`src/hdl/tmr_pkg.sv`:
```
// Constants for the 8-bit timer with one compare output
// Operation
// - Nonzero compare output mode routes compare output to pin; direction bit enables driver.
// - Non-PWM modes: 00 off, 01 toggle, 10 clear, 11 set on match.
// - Fast PWM: 10 clear on match set at TOP; 11 inverse; 01 reserved.
// - PWM with compare equal TOP and upper mode bit: only TOP action.
// - Phase correct: 10 clears on up match, sets on down match; 11 inverse.
// - Clock select 000 stop, 001 every clock, 010-101 divide 8/64/256/1024.
// - Clock select 110 counts falling, 111 rising edges of external input.
// - External edges count even when that pin is an output.
// - Counter register readable and writable, resets to zero.
// - Counter write suppresses compare match on the next timer tick.
// - Compare value continuously compared; match sets flag and drives waveform.
// - Compare interrupt enable bit 1 with global enable requests interrupt.
// - Overflow interrupt enable bit 0 with global enable requests interrupt.
// - Control: compare output mode bits 5:4, clock source bits 2:0.
// - Waveform mode: normal, phase correct, clear-on-match, fast PWM; PWM buffers compare.
// - Compare flag set on match; cleared by vector taken or writing one.
// - Overflow flag at overflow, or at 0x00 reversal in phase correct.
// - Force compare strobe applies action in non-PWM only, no irq, reads zero.
package tmr_pkg;
  localparam logic [11:0] ADDR_CTRL = 12'h000;
  localparam logic [11:0] ADDR_COUNT = 12'h004;
  localparam logic [11:0] ADDR_CMP = 12'h008;
  localparam logic [11:0] ADDR_MASK = 12'h00C;
  localparam logic [11:0] ADDR_FLAGS = 12'h010;
  localparam logic [11:0] ADDR_PINCFG = 12'h014;
  localparam int CTRL_FORCE = 7;
  localparam int CTRL_WGM0 = 6;
  localparam int CTRL_COM_HI = 5;
  localparam int CTRL_COM_LO = 4;
  localparam int CTRL_WGM1 = 3;
  localparam int CTRL_CS_HI = 2;
  localparam int FLAG_CMP = 1;
  localparam int FLAG_OVF = 0;
  localparam logic [7:0] CTRL_RESET = 8'h00;
  localparam logic [7:0] COUNT_RESET = 8'h00;
  localparam logic [7:0] CMP_RESET = 8'h00;
  localparam logic [7:0] MASK_RESET = 8'h00;
  localparam logic [7:0] MAX_VAL = 8'hFF;
  localparam logic [7:0] BOTTOM_VAL = 8'h00;
  localparam int PRESC_W = 10;
  localparam logic [PRESC_W-1:0] DIV8_MASK = 10'h007;
  localparam logic [PRESC_W-1:0] DIV64_MASK = 10'h03F;
  localparam logic [PRESC_W-1:0] DIV256_MASK = 10'h0FF;
  localparam logic [PRESC_W-1:0] DIV1024_MASK = 10'h3FF;
  typedef enum logic [1:0] {
    WM_NORMAL,
    WM_PHASE,
    WM_CTC,
    WM_FAST
  } tmr_wave_t;
  typedef enum logic [2:0] {
    CS_STOP,
    CS_DIV1,
    CS_DIV8,
    CS_DIV64,
    CS_DIV256,
    CS_DIV1024,
    CS_EXT_FALL,
    CS_EXT_RISE
  } tmr_clksel_t;
endpackage : tmr_pkg

```
`src/hdl/tmr_timer8.sv`:
```
// 8-bit timer with one compare output, APB register slave and interrupt
//
// The address map and the APB register port were left to the implementer.
module tmr_timer8
  import tmr_pkg::*;
(
  // Clock and reset
  input wire logic clk,
  input wire logic srst,
  // APB slave
  input wire logic psel,
  input wire logic penable,
  input wire logic pwrite,
  input wire logic [11:0] paddr,
  input wire logic [31:0] pwdata,
  output logic [31:0] prdata,
  output logic pready,
  output logic pslverr,
  // Interrupt
  input wire logic globalIrqEnable,
  input wire logic cmpVectorTaken,
  input wire logic ovfVectorTaken,
  output logic irq,
  // Pins
  input wire logic externalCountInput,
  input wire logic portData,
  output logic compareOutputA,
  output logic compareOutputAOe_n
);
  logic [7:0] ctrl;
  logic [7:0] timerCount;
  logic [7:0] compareValueA;
  logic [7:0] cmpBuf;
  logic [7:0] timerIrqMask;
  logic [1:0] timerFlags;
  logic pinDirOut;
  logic waveOut;
  logic countDown;
  logic cntWritten;
  logic [PRESC_W-1:0] presc;
  logic extMeta;
  logic extSync;
  logic extPrev;
  logic tick;
  logic [1:0] comMode;
  tmr_wave_t waveMode;
  tmr_clksel_t clkSel;
  logic isPwm;
  logic [7:0] topVal;
  logic match;
  logic atTop;
  logic atBottom;
  logic ovfEvent;
  logic wrEn;
  logic rdEn;
  logic addrOk;
  logic forceStrobe;
  logic [7:0] next_count;
  logic next_down;

  assign waveMode = tmr_wave_t'({ctrl[CTRL_WGM1], ctrl[CTRL_WGM0]});
  assign comMode = ctrl[CTRL_COM_HI:CTRL_COM_LO];
  assign clkSel = tmr_clksel_t'(ctrl[CTRL_CS_HI:0]);
  assign isPwm = (waveMode == WM_PHASE) || (waveMode == WM_FAST);
  assign topVal = (waveMode == WM_CTC) ? compareValueA : MAX_VAL;
  assign wrEn = psel && penable && pwrite;
  assign rdEn = psel && !penable && !pwrite;
  assign addrOk = (paddr == ADDR_CTRL) || (paddr == ADDR_COUNT) || (paddr == ADDR_CMP) ||
                  (paddr == ADDR_MASK) || (paddr == ADDR_FLAGS) || (paddr == ADDR_PINCFG);
  assign forceStrobe = wrEn && (paddr == ADDR_CTRL) && pwdata[CTRL_FORCE] && !isPwm;

  // Free-running shared-style prescaler
  always_ff @(posedge clk) begin
    if (srst) begin
      presc <= '0;
    end else begin
      presc <= presc + 1'b1;
    end
  end

  always_ff @(posedge clk) begin
    if (srst) begin
      extMeta <= 1'b0;
      extSync <= 1'b0;
      extPrev <= 1'b0;
    end else begin
      extMeta <= externalCountInput;
      extSync <= extMeta;
      extPrev <= extSync;
    end
  end

  always_comb begin
    unique case (clkSel)
      CS_STOP: tick = 1'b0;
      CS_DIV1: tick = 1'b1;
      CS_DIV8: tick = (presc & DIV8_MASK) == DIV8_MASK;
      CS_DIV64: tick = (presc & DIV64_MASK) == DIV64_MASK;
      CS_DIV256: tick = (presc & DIV256_MASK) == DIV256_MASK;
      CS_DIV1024: tick = (presc & DIV1024_MASK) == DIV1024_MASK;
      // External falling edge; pin direction ignored
      CS_EXT_FALL: tick = extPrev && !extSync;
      CS_EXT_RISE: tick = !extPrev && extSync;
    endcase
  end

  // Continuous compare, blocked after counter write
  assign match = tick && !cntWritten && (timerCount == cmpBuf);
  assign atTop = timerCount == topVal;
  assign atBottom = timerCount == BOTTOM_VAL;

  // Counter sequencing per waveform mode
  always_comb begin
    next_count = timerCount;
    next_down = countDown;
    ovfEvent = 1'b0;
    if (tick) begin
      unique case (waveMode)
        WM_PHASE: begin
          if (!countDown && timerCount == MAX_VAL) begin
            next_down = 1'b1;
            next_count = timerCount - 8'h01;
          end else if (countDown && atBottom) begin
            ovfEvent = 1'b1;
            next_down = 1'b0;
            next_count = timerCount + 8'h01;
          end else begin
            next_count = countDown ? timerCount - 8'h01 : timerCount + 8'h01;
          end
        end
        WM_CTC: begin
          next_down = 1'b0;
          next_count = atTop ? BOTTOM_VAL : timerCount + 8'h01;
          ovfEvent = timerCount == MAX_VAL;
        end
        default: begin
          next_down = 1'b0;
          next_count = timerCount + 8'h01;
          ovfEvent = timerCount == MAX_VAL;
        end
      endcase
    end
  end

  always_ff @(posedge clk) begin
    if (srst) begin
      timerCount <= COUNT_RESET;
      countDown <= 1'b0;
    end else if (wrEn && paddr == ADDR_COUNT) begin
      timerCount <= pwdata[7:0];
    end else begin
      timerCount <= next_count;
      countDown <= next_down;
    end
  end

  // Block match on next tick after a write
  always_ff @(posedge clk) begin
    if (srst) begin
      cntWritten <= 1'b0;
    end else if (wrEn && paddr == ADDR_COUNT) begin
      cntWritten <= 1'b1;
    end else if (tick) begin
      cntWritten <= 1'b0;
    end
  end

  // Control, compare, mask and pin direction registers
  always_ff @(posedge clk) begin
    if (srst) begin
      ctrl <= CTRL_RESET;
      compareValueA <= CMP_RESET;
      timerIrqMask <= MASK_RESET;
      pinDirOut <= 1'b0;
    end else if (wrEn) begin
      unique case (paddr)
        ADDR_CTRL: ctrl <= {1'b0, pwdata[6:0]};
        ADDR_CMP: compareValueA <= pwdata[7:0];
        ADDR_MASK: timerIrqMask <= pwdata[7:0];
        ADDR_PINCFG: pinDirOut <= pwdata[0];
        default: ;
      endcase
    end
  end

  // Compare buffer: immediate in non-PWM, at TOP in PWM
  always_ff @(posedge clk) begin
    if (srst) begin
      cmpBuf <= CMP_RESET;
    end else if (!isPwm || (tick && atTop)) begin
      cmpBuf <= compareValueA;
    end
  end

  // Waveform generator
  always_ff @(posedge clk) begin
    if (srst) begin
      waveOut <= 1'b0;
    end else if (forceStrobe) begin
      unique case (comMode)
        2'b01: waveOut <= !waveOut;
        2'b10: waveOut <= 1'b0;
        2'b11: waveOut <= 1'b1;
        default: ;
      endcase
    end else if (tick) begin
      unique case (waveMode)
        WM_FAST: begin
          // Fast PWM; TOP action wins when compare equals TOP
          if (comMode[1] && atTop) begin
            waveOut <= !comMode[0];
          end else if (comMode[1] && match) begin
            waveOut <= comMode[0];
          end
        end
        WM_PHASE: begin
          // Up match clears for 10; compare at MAX keeps down-match level
          if (comMode[1] && cmpBuf == MAX_VAL && timerCount == MAX_VAL) begin
            waveOut <= !comMode[0];
          end else if (comMode[1] && match) begin
            waveOut <= countDown ? !comMode[0] : comMode[0];
          end
        end
        default: begin
          if (match) begin
            unique case (comMode)
              2'b01: waveOut <= !waveOut;
              2'b10: waveOut <= 1'b0;
              2'b11: waveOut <= 1'b1;
              default: ;
            endcase
          end
        end
      endcase
    end
  end

  always_ff @(posedge clk) begin
    if (srst) begin
      compareOutputA <= 1'b0;
      compareOutputAOe_n <= 1'b1;
    end else begin
      compareOutputA <= (comMode != 2'b00) ? waveOut : portData;
      compareOutputAOe_n <= !pinDirOut;
    end
  end

  // Sticky flags; set wins over any clear
  always_ff @(posedge clk) begin
    if (srst) begin
      timerFlags <= 2'b00;
    end else begin
      timerFlags[FLAG_CMP] <= match || (timerFlags[FLAG_CMP] && !cmpVectorTaken &&
                              !(wrEn && paddr == ADDR_FLAGS && pwdata[FLAG_CMP]));
      timerFlags[FLAG_OVF] <= ovfEvent || (timerFlags[FLAG_OVF] && !ovfVectorTaken &&
                              !(wrEn && paddr == ADDR_FLAGS && pwdata[FLAG_OVF]));
    end
  end

  always_ff @(posedge clk) begin
    if (srst) begin
      irq <= 1'b0;
    end else begin
      irq <= globalIrqEnable && |(timerFlags & timerIrqMask[1:0]);
    end
  end

  // APB: read data captured in setup, ready in access
  always_ff @(posedge clk) begin
    if (srst) begin
      prdata <= '0;
      pready <= 1'b0;
      pslverr <= 1'b0;
    end else begin
      pready <= psel && !penable;
      pslverr <= psel && !penable && !addrOk;
      if (rdEn) begin
        unique case (paddr)
          ADDR_CTRL: prdata <= {24'h000000, ctrl};
          ADDR_COUNT: prdata <= {24'h000000, timerCount};
          ADDR_CMP: prdata <= {24'h000000, compareValueA};
          ADDR_MASK: prdata <= {24'h000000, timerIrqMask};
          ADDR_FLAGS: prdata <= {30'h00000000, timerFlags};
          ADDR_PINCFG: prdata <= {31'h00000000, pinDirOut};
          default: prdata <= 32'h00000000;
        endcase
      end
    end
  end
endmodule : tmr_timer8

```
`config.mk`:
```
export PLATFORM = sky130hd
export DESIGN_NAME = tmr_timer8
export DESIGN_NICKNAME = d
export VERILOG_FILES = /design/src/hdl/tmr_pkg.sv /design/src/hdl/tmr_timer8.sv
export SDC_FILE = /design/constraint.sdc
export NUM_CORES = 1
export LEC_CHECK = 0
export BUFFER_PORTS_ARGS = -buffer_cell sky130_fd_sc_hd__clkbuf_2
export CORE_ASPECT_RATIO = 1.25
export CORE_UTILIZATION = 30
export DETAILED_ROUTE_END_ITERATION = 7
export GPL_TIMING_DRIVEN = 0
export HOLD_SLACK_MARGIN = 0.1
export PLACE_DENSITY_LB_ADDON = 0.08
export SYNTH_ARGS = -nofsm -noshare
export SYNTH_HDL_FRONTEND = slang
export SYNTH_SLANG_ARGS = --single-unit
```
`constraint.sdc`:
```
create_clock -name clk -period 3.3 [get_ports clk]
set_input_delay 0.66 -clock clk [delete_from_list [all_inputs] [get_ports clk]]
set_output_delay 0.66 -clock clk [all_outputs]
set_load 0.02 [all_outputs]
```
=== After elaboration in Yosys (flattened, before gate mapping) ===
Cells that the tools add are included.

* Bitwise logic cells: 2
* Multipliers: 0
* Equal/unequal tests: 29
* Add/subtract/negate cells: 3
* Divide/modulo/power cells: 0
* Muxes and demuxes: 30
* $lt $le $gt $ge: 0
* Shifts and indexed selects: 0
* Reduce and logical (&&, ||, !) cells: 66

{| class="wikitable"
|+ Operators with widths
! operator !! number
|-
| $mux W8 || 7
|-
| $pmux W8 S6 || 1
|-
| $logic_and A1 B1 Y1 || 28
|-
| $eq A12 B4 Y1 const B || 2
|-
| $eq A12 B5 Y1 const B || 2
|-
| $eq A8 B8 Y1 const B || 3
|-
| $mux W1 || 18
|-
| $eq A8 B8 Y1 || 2
|-
| $pmux W8 S2 || 1
|-
| $eq A3 B3 Y1 const B || 5
|-
| $logic_not A1 Y1 || 15
|-
| $eq A12 B3 Y1 const B || 1
|-
| $logic_not A12 Y1 || 1
|-
| $add A10 B1 Y10 const B || 1
|-
| $eq A10 B10 Y1 const B || 1
|-
| $logic_or A1 B1 Y1 || 9
|-
| $add A8 B1 Y8 const B || 1
|-
| $eq A2 B2 Y1 const B || 4
|-
| $logic_not A8 Y1 || 1
|-
| $ne A4 B2 Y1 const B || 2
|-
| $pmux W1 S8 || 1
|-
| $reduce_and A2 Y1 || 4
|-
| $sub A8 B1 Y8 const B || 1
|-
| $eq A3 B2 Y1 const B || 2
|-
| 14 further kinds || 17
|}

* Memories kept: 0
* Logic and storage cells: 150
* ROM bits: 0
* Register bits after elaboration: 95
* Bits in writable memories: 0
* Latch bits: 0

=== Longest topological paths before layout ===
* Word-level depth: 11
* Mapped depth: 11
* Mapped depth without buffers: 9

=== Least setup slack after synthesis ===
No wires, ideal clock.

* Path type: input -> register
* Start point: input port paddr[9]
* End point: register waveOut
* Setup time: 0.091 ns
* Buffers on the path: 2
* Slack: 0.232 ns
* Arrival: 2.977 ns
* Required time: 3.209 ns
* Stages: 9
* Cell sequence: or4_1 buf_2 or4_4 buf_6 nor4_4 a2111oi_1 a21oi_2 a21oi_1 a311oi_1

* Cells in the longest elaborated chain, start to end: 6
* Elaborated cells on any way between the ends: 10

{| class="wikitable"
|+ RTL lines
! what !! line !! RTL
|-
| from (decl) || tmr_timer8.sv:14 || <nowiki>input wire logic [11:0] paddr,</nowiki>
|-
| $logic_not A12 Y1 (*) || tmr_timer8.sv:70 || <nowiki>assign forceStrobe = wrEn && (paddr == ADDR_CTRL) && pwdata[CTRL_FORCE] && !isPwm;</nowiki>
|-
| $logic_and A1 B1 Y1 (*) (3 in series) || tmr_timer8.sv:70 ||
|-
| $ne A4 B2 Y1 (no line) (tied with other cells) || -- ||
|-
| $reduce_and A4 Y1 (no line) || -- ||
|-
| to (signal assigned) || tmr_timer8.sv:201 || <nowiki>2'b01: waveOut <= !waveOut;</nowiki>
|-
| to (signal assigned) || tmr_timer8.sv:211 || <nowiki>waveOut <= !comMode[0];</nowiki>
|-
| to (signal assigned) || tmr_timer8.sv:213 || <nowiki>waveOut <= comMode[0];</nowiki>
|-
| to (decl) || tmr_timer8.sv:37 || <nowiki>logic waveOut;</nowiki>
|}

Mark *: on every way between the ends. The rest lies on a longest branch, timed or not.
A chain may end at the register's enable or synchronous reset.

=== Worst setup path after layout ===
* Start point: input port paddr[9]
* End point: register prdata[4]

* Cells in the longest elaborated chain, start to end: 2
* Elaborated cells on any way between the ends: 7

{| class="wikitable"
|+ RTL lines
! what !! line !! RTL
|-
| $eq A12 B5 Y1 (tied with other cells) || tmr_timer8.sv:278 || <nowiki>unique case (paddr)</nowiki>
|-
| $pmux W8 S6 (*) || tmr_timer8.sv:278 ||
|-
| to (signal assigned) || tmr_timer8.sv:279 || <nowiki>ADDR_CTRL: prdata <= {24'h000000, ctrl};</nowiki>
|-
| to (signal assigned) || tmr_timer8.sv:280 || <nowiki>ADDR_COUNT: prdata <= {24'h000000, timerCount};</nowiki>
|-
| to (signal assigned) || tmr_timer8.sv:281 || <nowiki>ADDR_CMP: prdata <= {24'h000000, compareValueA};</nowiki>
|-
| to (decl) || tmr_timer8.sv:16 || <nowiki>output logic [31:0] prdata,</nowiki>
|}

Marks and branches as above.

==> impl_metrics.ini <==
[run_status]
status = finished, final reports clean

[floorplan]
core_area_sq_um = 13400
initial_utilization_pct = 31.0
ios = 91
die_h_um = 134
die_area_sq_um = 14300
die-width_um = 107
fp-row-count = 47

[global_route]
antenna_found_initial = 0
grt_max_degree = 13
first_global_vias = 3794
grt_pass1_wl_um = 21300
grt.total_usage_pct = 19.9
grt-ovfl-total = 0

[cts]
cts_hold_repair.buffers = 0
clockBufferDepth = 2
h-tree-depth = 3
cts_root_buf = clkbuf_16
cts_tree = built
cts_made_buffers = 9
numClockSinks = 71
clk_transition_reported_paths_ns = 0.06
clkLatencyLatePin_ns = 0.33

[timing]
timing.final.crit_share_pct = 95.8
slew_viol_final = 0
maxSlewHeadroom_pct = 32.7
setup_tns_ns = 0
finalSetupViolCount = 0
rsz0062_at_grt = no
finalHoldViolations = 0
whs_ns = 0.439
fin_skew_ns = 0.00394
clock.fmax_ghz = 0.316
tightest_slew_ns = 1.00
fin_ws_ns = 0.140
min_period_ns = 3.16

[worst_hold_path]
hp-class = flip-flop to flip-flop

[yosys]
netlist-cell-type-count = 55
yosys_warnings = 0
yosys_most_used_dff = dfxtp_1
synthesis.area_sq_um = 4160
async_flop_share_pct = 0
syn_inst = 519
syn_avg_cell_area_sq_um = 8.01
synth.area.top_cells = dfxtp_1 34%, mux2i_1 6.7%, nor2_1 5.5%
yosys.area.top_type = dfxtp_1
synth-seq-area-share_pct = 34.2
synth_edf_count = 0
synth_top_area_share_pct = 34.2
ys_ff_latch = 71

[critical_path]
r2r_slack_ns = 0.24
reg2reg_from = timerCount[0]
crit_start = paddr[9]
critPathKind = primary input to flip-flop
worst_r2r_endpoint = timerCount[4]
end_kind = flip-flop
crit_required_ns = 3.56
cp_max_fo = 7
path_depth = 9
path_delay_family = simple AND/OR/NAND/NOR gates
critPathBufInv = 3
cpPeakStageDelay_ns = 0.67
cp_slowest_cell = a2111oi_0
cp_cell_sequence = clkbuf_2 > or4_1 > buf_2 > or4_4 > buf_6 > a2111oi_0 > nand2_1 > a21o_1 > a21oi_1
setup.worst_path.start_class = primary input
cp.arrival_ns = 3.42
rr_worst_depth = 8
critPathCapture = prdata[4]

[route]
finalWirelength_um = 13600
dr_total_vias = 3937
via_per_inst = 5.12
dr.pass1.iters = 5
drcViolationCount = 0
initialDrtViolationCount = 179
ant_nets = 0
wl_per_cell_um = 17.7

[place]
gp_congestion = 0.901
place_hpwl_um = 10400
post-place-ws_ns = -0.279
place_inst = 754
portBuffers = 40

[layout]
drive_above_1_share_pct = 15.9
antenna_cells = 0
seq_area_sq_um = 1420
layout_commonest_cell = dfxtp_1
syn2layout_area_growth_pct = 20.0
multiInputGateArea_sq_um = 2480
nNetsFinal = 657
instances_no_fill = 769
fillers = 1455
layout_common_cells = 71 x dfxtp_1, 61 x nor2_1, 52 x nand2_1

[pwr]
powerDensity_nw_per_um2 = 406
max-vdd-ir-drop_v = 0.000265
totalPowerFinal_mw = 2.03
p_leak_nw = 1.74

[job]
max_cap_viol_count = 0
==> registers in the layout, summed over array words and instances (netlist names), 2 cells and up <==
| register | count |
|---|---|
| compareValueA | 8 |
| timerFlags | 2 |
| timerIrqMask | 8 |
| presc | 10 |
| cmpBuf | 8 |
| timerCount | 8 |
| ctrl | 7 |
| prdata | 8 |
==> metal layers <==
metal | track usage [%] | up-vias | part of all wire [%]
met4 | 7.99 | 0 | 2.3
met5 | 0 | - | 0
met1 | 24.2 | 1857 | 42
li1 | - | 1949 | -
met2 | 35.3 | 115 | 51
met3 | 2.40 | 16 | 4.2
==> worst min-delay path by stage <==
stage	slack (ns)	from	to	depth (start not counted)
after floorplan	0.38	pinDirOut	compareOutputAOe_n	1
after global placement	0.42	extMeta	extSync	1
after detailed placement	0.43	extMeta	extSync	1
after CTS	0.44	extMeta	extSync	1
after global routing	0.47	pinDirOut	compareOutputAOe_n	1
final	0.44	extMeta	extSync	1
==> cell families after synthesis <==
kind of cell / after synthesis / share of synthesized area [%]
compound gates: 107 / 17.2
xor+xnor: 25 / 5.27
fa+ha+maj: 9 / 2.71
simple gates: 211 / 25.3
flops: 71 / 34.2
other cells: 1 / 0.0902
mux: 28 / 6.74
buf+inv: 67 / 8.49
==> report_power, final <==
group	switching (mW)	internal [mW]
clock	0.377	0.656
sequential	0.00371	0.864
combinational	0.0819	0.0442
total	0.462	1.56
==> cell type report <==
class / count / area share [%]
Tap cell: 171 / 4.29
Multi-Input combinational cell: 404 / 49.7
Sequential cell: 71 / 28.5
Timing Repair Buffer: 41 / 4.17
Inverter: 11 / 0.828
Clock inverter: 6 / 1.73
Clock buffer: 9 / 4.52
Buffer: 56 / 6.25
==> Yosys cell counts, types with 2 or more instances <==
cell and instances:
nand2b_1 7, o31ai_1 2, inv_1 11, nor2b_1 8, a211oi_1 3, nor2_1 61
xnor2_1 18, o21a_1 3, mux2i_1 28, a21oi_1 34, nor4_1 9, a21bo_2 2
buf_4 24, buf_1 3, nor3_1 14, buf_2 3, xor2_1 7, or4_1 7
or3_1 5, a21o_1 6, o22ai_1 2, nor4bb_1 3, a221oi_1 3, nand2_1 52
o21ai_0 12, a31oi_1 5, ha_1 9, clkbuf_1 25, o211ai_1 3, a32o_1 3
a2bb2oi_1 2, nor3b_1 5, a22oi_1 15, dfxtp_1 71, nand3_1 21, and3_1 4
nand4_1 4, and2_1 4, a31o_2 2, a311oi_1 4
==> through the flow <==
step,utilization [%],instance area [sq um]
5_1_grt,37.2,4990
6_report,37.2,4990
3_3_place_gp,34.7,4660
3_5_place_dp,34.8,4670
4_1_cts,37.2,4980
2_1_floorplan,-,4240
==> what timing repair did <==
action | in CTS | in global routing
setup buffers | 0 | 0
gates resized for setup | 0 | 2
endpoints found under the setup margin | 0 | 9
(Power assumes the default switching activity.)
